<file path="src/verilog/hsn_pkg.sv">
// constants and types shared by the handshake negotiation block
package hsn_pkg;

  // register word indices; byte address is four times the index
  localparam logic [3:0] REG_CTRL = 4'h0;
  localparam logic [3:0] REG_LCAP = 4'h1;
  localparam logic [3:0] REG_CL   = 4'h2;
  localparam logic [3:0] REG_CLR  = 4'h3;
  localparam logic [3:0] REG_STAT = 4'h4;
  localparam logic [3:0] REG_MS   = 4'h5;

  // control register bits
  localparam int CTRL_START   = 0;
  localparam int CTRL_RECOVER = 1;
  localparam int CTRL_PREF_US = 2;
  localparam int CTRL_ADV     = 3;

  // local capability register layout
  localparam int LCAP_NP_LSB = 0;
  localparam int LCAP_CE     = 3;
  localparam int LCAP_TS_LSB = 4;
  localparam int LCAP_CL_LSB = 8;

  // second-level plain bits
  localparam int NP_US  = 0;
  localparam int NP_DS  = 1;
  localparam int NP_EOC = 2;

  // second-level selection bits
  localparam int SP_USED_US = 0;
  localparam int SP_USED_DS = 1;
  localparam int SP_TSIZE   = 2;
  localparam int SP_CELEN   = 3;
  localparam int SP_RFI     = 4;

  // reset values
  localparam logic [1:0]  CTRL_RST = 2'h0;
  localparam logic [15:0] LCAP_RST = 16'h0000;

  // message word as stored and read back
  typedef struct packed {
    logic [7:0] celen;
    logic [3:0] tsize;
    logic [4:0] spar2;
    logic [2:0] npar2;
  } hsn_msg_t;

  localparam hsn_msg_t MSG_RST = '0;

  // remote-side handshake states, gray along the usual path
  typedef enum logic [1:0] {
    ST_SILENT    = 2'b00,
    ST_INIT      = 2'b01,
    ST_HANDSHAKE = 2'b11,
    ST_QUIET     = 2'b10
  } hsn_state_t;

endpackage

</file>
<file path="src/verilog/hsn_ms_enc.sv">
// mode-select field encoder from stored capability lists
`timescale 1ns/100ps
`default_nettype none
module hsn_ms_enc (
  // stored lists
  input  wire hsn_pkg::hsn_msg_t cl,
  input  wire hsn_pkg::hsn_msg_t clr,
  input  wire logic              pref_us,
  // encoded message
  output hsn_pkg::hsn_msg_t      ms
);

  logic [2:0] both;

  always_comb begin
    both = cl.npar2 & clr.npar2;
    ms = hsn_pkg::MSG_RST;
    ms.npar2[hsn_pkg::NP_EOC] = both[hsn_pkg::NP_EOC];
    if (both[hsn_pkg::NP_US] && both[hsn_pkg::NP_DS]) begin
      ms.npar2[hsn_pkg::NP_US] = pref_us;
      ms.npar2[hsn_pkg::NP_DS] = !pref_us;
    end else begin
      ms.npar2[hsn_pkg::NP_US] = both[hsn_pkg::NP_US];
      ms.npar2[hsn_pkg::NP_DS] = both[hsn_pkg::NP_DS];
    end
    ms.spar2[hsn_pkg::SP_USED_US] = 1'b0;
    ms.spar2[hsn_pkg::SP_USED_DS] = 1'b0;
    ms.spar2[hsn_pkg::SP_RFI]     = 1'b0;
    ms.spar2[hsn_pkg::SP_TSIZE]   = 1'b1;
    ms.tsize = (cl.tsize < clr.tsize) ? cl.tsize : clr.tsize;
    ms.spar2[hsn_pkg::SP_CELEN] = cl.spar2[hsn_pkg::SP_CELEN] &
                                  clr.spar2[hsn_pkg::SP_CELEN];
    if (ms.spar2[hsn_pkg::SP_CELEN]) begin
      ms.celen = (cl.celen < clr.celen) ? cl.celen : clr.celen;
    end
  end

endmodule
`default_nettype wire

</file>
<file path="src/verilog/hsn_rfsm.sv">
// remote-side handshake entry and exit state machine
`timescale 1ns/100ps
`default_nettype none
module hsn_rfsm (
  // clock and reset
  input  wire logic         clk,
  input  wire logic         sys_rst,
  // events
  input  wire logic         to_silent,
  input  wire logic         start_cmd,
  input  wire logic         hs_done,
  input  wire logic         hs_mode_sel,
  // state outputs
  output hsn_pkg::hsn_state_t state,
  output logic              init_reset,
  output logic              quiet_state
);

  typedef struct packed {
    hsn_pkg::hsn_state_t st;
    logic                rst_pls;
    logic                quiet;
  } hsn_fsm_t;

  hsn_fsm_t q_ff;
  hsn_fsm_t nxt_q;

  always_comb begin
    nxt_q = q_ff;
    nxt_q.rst_pls = 1'b0;
    if (to_silent) begin
      nxt_q.st = hsn_pkg::ST_SILENT;
    end else begin
      unique case (q_ff.st)
        hsn_pkg::ST_SILENT: begin
          if (start_cmd) begin
            nxt_q.st = hsn_pkg::ST_INIT;
            nxt_q.rst_pls = 1'b1;
          end
        end
        hsn_pkg::ST_INIT: begin
          nxt_q.st = hsn_pkg::ST_HANDSHAKE;
        end
        hsn_pkg::ST_HANDSHAKE: begin
          if (hs_done) begin
            nxt_q.st = hs_mode_sel ? hsn_pkg::ST_QUIET
                                   : hsn_pkg::ST_SILENT;
          end
        end
        hsn_pkg::ST_QUIET: begin
          nxt_q.st = hsn_pkg::ST_QUIET;
        end
      endcase
    end
    nxt_q.quiet = (nxt_q.st == hsn_pkg::ST_QUIET);
  end

  always_ff @(posedge clk) begin
    if (sys_rst) begin
      q_ff <= '{st: hsn_pkg::ST_SILENT, rst_pls: 1'b0, quiet: 1'b0};
    end else begin
      q_ff <= nxt_q;
    end
  end

  assign state       = q_ff.st;
  assign init_reset  = q_ff.rst_pls;
  assign quiet_state = q_ff.quiet;
endmodule
`default_nettype wire

</file>
<file path="src/verilog/hsn_top.sv">
// handshake capability negotiation block with register slave
//
// Contract
// - mode-select used-band and interference bits zero
// - transform bit one, largest common size
// - extension bit zero if either list zero
// - extension bit one only if both one
// - power-up, loss, error enter silent state
// - host command starts init reset procedure
// - selected mode ends handshake in quiet
// - capability response sets this mode's bit
// - each set selection bit carries its field
// - optional band bits only if usable
// - management channel bit only if supported
// - band and channel bits need both lists
`timescale 1ns/100ps
`default_nettype none
module hsn_top (
  // clock and reset
  input  wire logic        clk,
  input  wire logic        sys_rst,
  // register bus
  input  wire logic [3:0]  avs_address,
  input  wire logic        avs_read,
  input  wire logic        avs_write,
  input  wire logic [31:0] avs_writedata,
  output logic [31:0]      avs_readdata,
  output logic             avs_waitrequest,
  // line events
  input  wire logic        line_los,
  input  wire logic        init_err,
  // received capability lists
  input  wire logic        rx_valid,
  input  wire logic        rx_is_clr,
  input  wire logic [2:0]  rx_npar2,
  input  wire logic [4:0]  rx_spar2,
  input  wire logic [3:0]  rx_tsize,
  input  wire logic [7:0]  rx_celen,
  // handshake engine status
  input  wire logic        hs_done,
  input  wire logic        hs_mode_sel,
  // mode-select message fields
  output logic [2:0]       ms_npar2,
  output logic [4:0]       ms_spar2,
  output logic [4:0]       ms_npar3_present,
  output logic [3:0]       ms_tsize,
  output logic [7:0]       ms_celen,
  // capability-list response fields
  output logic             clr_spar1,
  output logic [2:0]       clr_npar2,
  output logic [4:0]       clr_spar2,
  output logic [4:0]       clr_npar3_present,
  output logic [3:0]       clr_tsize,
  output logic [7:0]       clr_celen,
  // remote-side state
  output logic             init_reset,
  output logic [1:0]       hs_state,
  output logic             quiet_state
);

  typedef struct packed {
    logic              wait_req;
    logic [31:0]       rdata;
    logic [1:0]        ctrl;
    logic              start;
    logic              recover;
    logic [15:0]       lcap;
    hsn_pkg::hsn_msg_t cl;
    hsn_pkg::hsn_msg_t clr;
    hsn_pkg::hsn_msg_t ms;
    hsn_pkg::hsn_msg_t rsp;
    logic              spar1;
  } hsn_top_t;

  hsn_top_t            q_ff;
  hsn_top_t            nxt_q;
  hsn_pkg::hsn_msg_t   ms_calc;
  hsn_pkg::hsn_state_t st;
  logic                quiet_w;
  logic                rst_w;
  logic                acc_wr;
  logic                req_new;

  // mode-select encoder
  hsn_ms_enc u_ms (
    .cl      (q_ff.cl),
    .clr     (q_ff.clr),
    .pref_us (q_ff.ctrl[0]),
    .ms      (ms_calc)
  );

  // remote-side state machine
  hsn_rfsm u_fsm (
    .clk         (clk),
    .sys_rst     (sys_rst),
    .to_silent   (line_los | init_err | q_ff.recover),
    .start_cmd   (q_ff.start),
    .hs_done     (hs_done),
    .hs_mode_sel (hs_mode_sel),
    .state       (st),
    .init_reset  (rst_w),
    .quiet_state (quiet_w)
  );

  assign req_new = (avs_read | avs_write) & q_ff.wait_req;
  assign acc_wr  = avs_write & !q_ff.wait_req;

  always_comb begin
    nxt_q = q_ff;
    nxt_q.start   = 1'b0;
    nxt_q.recover = 1'b0;
    // one-cycle answer: waitrequest drops the cycle after a new request
    nxt_q.wait_req = !req_new;
    if (req_new && avs_read) begin
      case (avs_address)
        hsn_pkg::REG_CTRL: nxt_q.rdata = {28'h0, q_ff.ctrl, 2'h0};
        hsn_pkg::REG_LCAP: nxt_q.rdata = {16'h0, q_ff.lcap};
        hsn_pkg::REG_CL:   nxt_q.rdata = {12'h0, q_ff.cl};
        hsn_pkg::REG_CLR:  nxt_q.rdata = {12'h0, q_ff.clr};
        hsn_pkg::REG_STAT: nxt_q.rdata = {28'h0, rst_w, quiet_w, st};
        hsn_pkg::REG_MS:   nxt_q.rdata = {12'h0, q_ff.ms};
        default:           nxt_q.rdata = 32'h0;
      endcase
    end
    if (acc_wr && avs_address == hsn_pkg::REG_CTRL) begin
      nxt_q.start   = avs_writedata[hsn_pkg::CTRL_START];
      nxt_q.recover = avs_writedata[hsn_pkg::CTRL_RECOVER];
      nxt_q.ctrl    = avs_writedata[hsn_pkg::CTRL_ADV:hsn_pkg::CTRL_PREF_US];
    end
    if (acc_wr && avs_address == hsn_pkg::REG_LCAP) begin
      nxt_q.lcap = avs_writedata[15:0];
    end
    // latest received lists
    if (rx_valid) begin
      if (rx_is_clr) begin
        nxt_q.clr = '{celen: rx_celen, tsize: rx_tsize,
                      spar2: rx_spar2, npar2: rx_npar2};
      end else begin
        nxt_q.cl = '{celen: rx_celen, tsize: rx_tsize,
                     spar2: rx_spar2, npar2: rx_npar2};
      end
    end
    nxt_q.ms = ms_calc;
    // capability-list response from local capabilities
    nxt_q.spar1 = q_ff.ctrl[1];
    nxt_q.rsp.npar2 = q_ff.lcap[hsn_pkg::LCAP_NP_LSB +: 3];
    nxt_q.rsp.spar2 = '0;
    nxt_q.rsp.spar2[hsn_pkg::SP_TSIZE] = 1'b1;
    nxt_q.rsp.spar2[hsn_pkg::SP_CELEN] = q_ff.lcap[hsn_pkg::LCAP_CE];
    nxt_q.rsp.tsize = q_ff.lcap[hsn_pkg::LCAP_TS_LSB +: 4];
    nxt_q.rsp.celen = q_ff.lcap[hsn_pkg::LCAP_CE]
                    ? q_ff.lcap[hsn_pkg::LCAP_CL_LSB +: 8] : 8'h00;
  end

  always_ff @(posedge clk) begin
    if (sys_rst) begin
      q_ff <= '{wait_req: 1'b1, rdata: 32'h0, ctrl: hsn_pkg::CTRL_RST,
                start: 1'b0, recover: 1'b0, lcap: hsn_pkg::LCAP_RST,
                cl: hsn_pkg::MSG_RST, clr: hsn_pkg::MSG_RST,
                ms: hsn_pkg::MSG_RST, rsp: hsn_pkg::MSG_RST,
                spar1: 1'b0};
    end else begin
      q_ff <= nxt_q;
    end
  end

  assign avs_readdata      = q_ff.rdata;
  assign avs_waitrequest   = q_ff.wait_req;
  assign ms_npar2          = q_ff.ms.npar2;
  assign ms_spar2          = q_ff.ms.spar2;
  assign ms_npar3_present  = q_ff.ms.spar2;
  assign ms_tsize          = q_ff.ms.tsize;
  assign ms_celen          = q_ff.ms.celen;
  assign clr_spar1         = q_ff.spar1;
  assign clr_npar2         = q_ff.rsp.npar2;
  assign clr_spar2         = q_ff.rsp.spar2;
  assign clr_npar3_present = q_ff.rsp.spar2;
  assign clr_tsize         = q_ff.rsp.tsize;
  assign clr_celen         = q_ff.rsp.celen;
  assign init_reset        = rst_w;
  assign hs_state          = st;
  assign quiet_state       = quiet_w;
endmodule
`default_nettype wire

</file>
<file path="config.mk">
export PLATFORM = sky130hd
export DESIGN_NAME = hsn_top
export DESIGN_NICKNAME = d
export VERILOG_FILES = /design/src/verilog/hsn_pkg.sv /design/src/verilog/hsn_ms_enc.sv /design/src/verilog/hsn_rfsm.sv /design/src/verilog/hsn_top.sv
export SDC_FILE = /design/constraint.sdc
export NUM_CORES = 1
export LEC_CHECK = 0
export BUFFER_PORTS_ARGS = -buffer_cell sky130_fd_sc_hd__buf_2
export CAP_MARGIN = 25
export CORE_ASPECT_RATIO = 1.25
export CORE_MARGIN = 1.5
export CORE_UTILIZATION = 30
export DETAILED_ROUTE_END_ITERATION = 10
export PLACE_DENSITY = 0.58
export REMOVE_ABC_BUFFERS = 1
export SETUP_SLACK_MARGIN = 0.5
export SLEW_MARGIN = 10
export SYNTH_ARGS = -nofsm -noshare
export SYNTH_HDL_FRONTEND = slang
export SYNTH_HIERARCHICAL = 1
export SYNTH_SLANG_ARGS = --single-unit
</file>
<file path="constraint.sdc">
create_clock -name clk -period 4.65 [get_ports clk]
set_input_delay 0.6975 -clock clk [delete_from_list [all_inputs] [get_ports clk]]
set_output_delay 0.6975 -clock clk [all_outputs]
set_load 0.02 [all_outputs]
</file>
======== Word-level counts from Yosys, hierarchy flattened ========
Index checks and enable logic that the tools add are counted.
word-level totals
  output and inout bits ................... 88
  register bits after elaboration ......... 138
  input bits .............................. 66
operators by class
  mux-type cells .......................... 11
  bitwise operators ....................... 12
  $lt $le $gt $ge ......................... 2
  reductions and logical operators ........ 15
  equal/unequal tests ..................... 9
operator list
  kind                                                                   number
  20-bit case mux with 6 select lines                                    1
  27-bit two-way mux                                                     1
  8-bit two-way mux                                                      2
  4-bit by 2-bit equality test with 1-bit output, second input constant  2
  4-bit by 3-bit equality test with 1-bit output, second input constant  2
  8-bit less-than comparator                                             1
  2-bit two-way mux                                                      4
  2-bit case mux with 4 select lines                                     1
  2-bit equality test, second input constant                             3
  2-bit OR reduction                                                     3
  1-bit inverter                                                         5
  4-bit by 1-bit equality test with 1-bit output, second input constant  1
  1-bit logical AND                                                      4
  4-bit zero test                                                        1
  4-bit less-than comparator                                             1
  4-bit two-way mux                                                      1
  2-bit AND reduction                                                    2
  1-bit AND                                                              3
  3-bit AND                                                              1
  1-bit zero test                                                        3
  3-bit two-way mux                                                      1
  1-bit OR                                                               3
  3-bit OR reduction                                                     1
  2-bit by 1-bit equality test with 1-bit output, second input constant  1
  2-bit zero test                                                        1

======== Depth between registers and ports, before layout ========
  depth in word-level cells ............... 5
  gate-level depth with buffers ........... 8
  mapped depth without buffers ............ 8

======== Hierarchy ========
Netlist, hierarchy kept.
by module, submodules not included
  module      instances  cells each  area an instance (um2)
  hsn_top     1          561         5084.9
  hsn_ms_enc  1          69          494.2
  hsn_rfsm    1          14          158.9

======== Least setup slack after synthesis ========
Ideal clock, no wire load.
  kind .................................... in2reg
  start point ............................. in avs_address[2]
  end point ............................... reg q_ff (netlist bit nxt_q[11])
  stages on the path ...................... 7
  required time ........................... 4.522 ns
  arrival time ............................ 2.191 ns
  slack ................................... 2.331 ns
  cells stage by stage .................... buf_2 or4b_1 or3b_1 buf_6 buf_12 mux2i_1 nor2_1
on the way
  word-level cells in the longest chain between the ends .. 2
RTL lines
  what                                            line            source
  from (decl)                                     hsn_top.sv:23   input wire logic [3:0] avs_address,
  4-bit by 1-bit equality test with 1-bit output  hsn_top.sv:130  if (acc_wr && avs_address == hsn_pkg::REG_LCAP) begin
  1-bit logical AND                               hsn_top.sv:130
  to (signal assigned)                            hsn_top.sv:157  q_ff <= '{wait_req: 1'b1, rdata: 32'h0, ctrl: hsn_pkg::CTRL_RST,
  to (signal assigned)                            hsn_top.sv:163  q_ff <= nxt_q;
  to (decl)                                       hsn_top.sv:75   hsn_top_t q_ff;
No other way between the ends.
A chain may end at the register's enable or synchronous reset.

======== Worst setup path in the final report ========
Ends and elaborated chain as after synthesis.

==> flow_summary.toml <==
[worst_setup_path]
critPathKind = "in2reg"
r2r_slack_ns = 2.56
cp_max_fo = 26
end_kind = "register"
arrival_ns = 2.76
cp-startpoint = "avs_address[2]"
worstRegToRegCells = 7
startpoint_type = "input port"
endpoint = "nxt_q[11]"
cp.required_ns = 4.93
timing.rr.start = "q_ff[54]"
r2r-end = "ms_celen[4]"

[place]
portBuffers = 119
place_congestion = 0.733
dp_hpwl_mm = 9.80

[sta]
hold_viol_final = 0
min_period_over_period_pct = 53.4
tightest_slew_ns = 0.998
period_minus_slack_ns = 2.48
slew_headroom_pct = 33.5
rsz0062_at_grt = "no"
slew_viol_final = 0
setup_violations = 0
skew_ns = 0.00614
totalNegativeSetupSlack_ns = 0
fmax_ghz = 0.403

[route]
wl_mm = 14.5
vias = 4281
post_drt_wl_per_cell_um = 15.7
dr.pass1.iters = 4
drt_iter0_drc = 212
vias_per_cell = 4.63
route.detailed.drc = 0
postRouteAntennaNets = 0

[final_layout]
area_growth_pct = 12.6
final_common_cell = "dfxtp_1"
final_cell_mix = "dfxtp_1, buf_2, nand2_1"
fin_nets = 759
drive_gt1_share_pct = 23.3
utilization_pct = 34.4
diodes = 0

[global_routing]
first_global_vias = 3924
grt_use_total_pct = 14.7
gr-total-overflow = 0
grt_max_degree = 65
grt_pass1_wl_mm = 21.9
antenna_found_initial = 0

[cts]
clockBufferDepth = 2
cts_root_buffer = "clkbuf_16"
cts.clk_slew.worst_paths_ns = 0.05
clock_latency_ns = 0.42
cts_resized = 0
cts_hold_buf = 0
tritoncts = "built"
htree_levels = 4
numCtsBuffers = 17
clock_sinks = 123
post_cts_buffers = 0

[min_path]
holdPathStages = 2
hold_path.class = "reg2reg"

[logic_synthesis]
ys_seq_area_share_pct = 42.9
synth-edff-count = 0
netlist_instances = 644
yosysWarningCount = 6
synth_cell_types = 49
syn_avg_cell_area_sq_um = 8.91
synth_seq_cells = 123
async_reset_ff_share_pct = 0
synthFlopType = "dfxtp_1"
synthesis.area_sq_um = 5740

[floorplan]
core_sq_um = 18800
die_x_um = 127
rows = 56
start_util_pct = 30.6
num_io_pins = 154
die-area_sq_um = 20000
die_y_um = 158

[power_and_ir_drop]
powerDensity_nw_per_um2 = 393
leakage_nw = 2.89
ir_drop_mv = 0.252

[run]
cap_violations = 0

[outcome]
status = "complete, no violations"
## per-stage QoR
step	area (sq um)	hold WS, ns	total power (W)	setup WS (ns)	cells
floorplan	4990	0.430	0.00124	2.35	541
global placement	5900	0.432	0.00133	1.65	895
detailed placement	5900	0.443	0.00133	1.63	895
CTS	6450	0.455	0.00257	2.07	923
global route	6460	0.475	0.00264	2.06	924
finish	6460	0.446	0.00254	2.17	924
## worst max-delay path: stages
cell and delay [ns]:
buf_2 0.33, or4b_1 0.59, or3b_1 0.65, buf_8 0.27, mux2i_1 0.15, nor2_1 0.05
## layer usage
metal	wire, um	vias up	track usage, %	share of wire (%)
met5	0	-	0	0
met4	303	0	6.33	2.1
met3	821	19	4.43	5.7
met2	7010	146	24.4	48
met1	6330	1980	17.6	44
li1	-	2136	-	-
## cells by family (layout without fill, tap and decap cells)
kind of cell    after synthesis  in the layout  synth area share, %
compound gates              104            104                 11.8
mux                          58             58                 10.6
other cells                   3             22                0.196
buf+inv                     137            166                 15.2
simple gates                209            209                 17.1
flops                       123            123                 42.9
fa+ha+maj                    10             10                 2.18
## worst min-delay path by stage
stage,to,startpoint
final,avs_readdata[16],avs_readdata[16]
after global placement,avs_readdata[0],avs_readdata[0]
after CTS,q_ff[66],q_ff[66]
after detailed placement,avs_readdata[1],avs_readdata[1]
after floorplan,q_ff[64],q_ff[64]
after global routing,avs_readdata[1],avs_readdata[1]
## synth_stat cells, types with 3 or more instances
cell type,number,area [sq um]
clkbuf_1,27,101
o22ai_1,15,93.8
a21oi_1,46,230
inv_1,15,56.3
nand2_1,99,372
ha_1,10,125
nor2_1,41,154
nor2b_1,36,225
nand2b_1,5,31.3
dfxtp_1,123,2460
o21ai_0,9,45.0
mux2i_1,53,531
buf_2,3,15.0
a22oi_1,14,105
mux2_2,3,33.8
conb_1,3,11.3
and2_1,10,62.6
buf_1,3,11.3
buf_4,86,646
nor4_1,5,31.3
a32oi_1,3,26.3
## area by class of cell
type,instances,area (sq um)
fillers,1936,12300
multi-input cells,403,2470
flip-flops and latches,123,2460
repair buffers,123,636
clock buffers,26,509
well taps,232,290
inverters,15,56.3
clock inverters,2,35.0
## sequential cells by signal, summed over array words and instances (netlist names)
| register | count |
|---|---|
| clr_celen | 8 |
| ms_npar3_present | 5 |
| u_fsm/quiet_state | 1 |
| clr_spar1 | 1 |
| nxt_q | 9 |
| clr_tsize | 4 |
| avs_readdata | 20 |
| u_fsm/init_reset | 1 |
| ms_celen | 8 |
| q_ff | 51 |
| ms_npar2 | 3 |
| avs_waitrequest | 1 |
| clr_npar3_present | 2 |
| ms_tsize | 4 |
| u_fsm/state | 2 |
| clr_npar2 | 3 |
## power breakdown
part	total, W	internal [W]	switching, W
logic	0.000215	0.0000768	0.000138
clock network	0.00123	0.000792	0.000438
registers	0.00110	0.00108	0.0000177
total	0.00254	0.00195	0.000593
No activity file was read; power rests on OpenSTA's default activity.
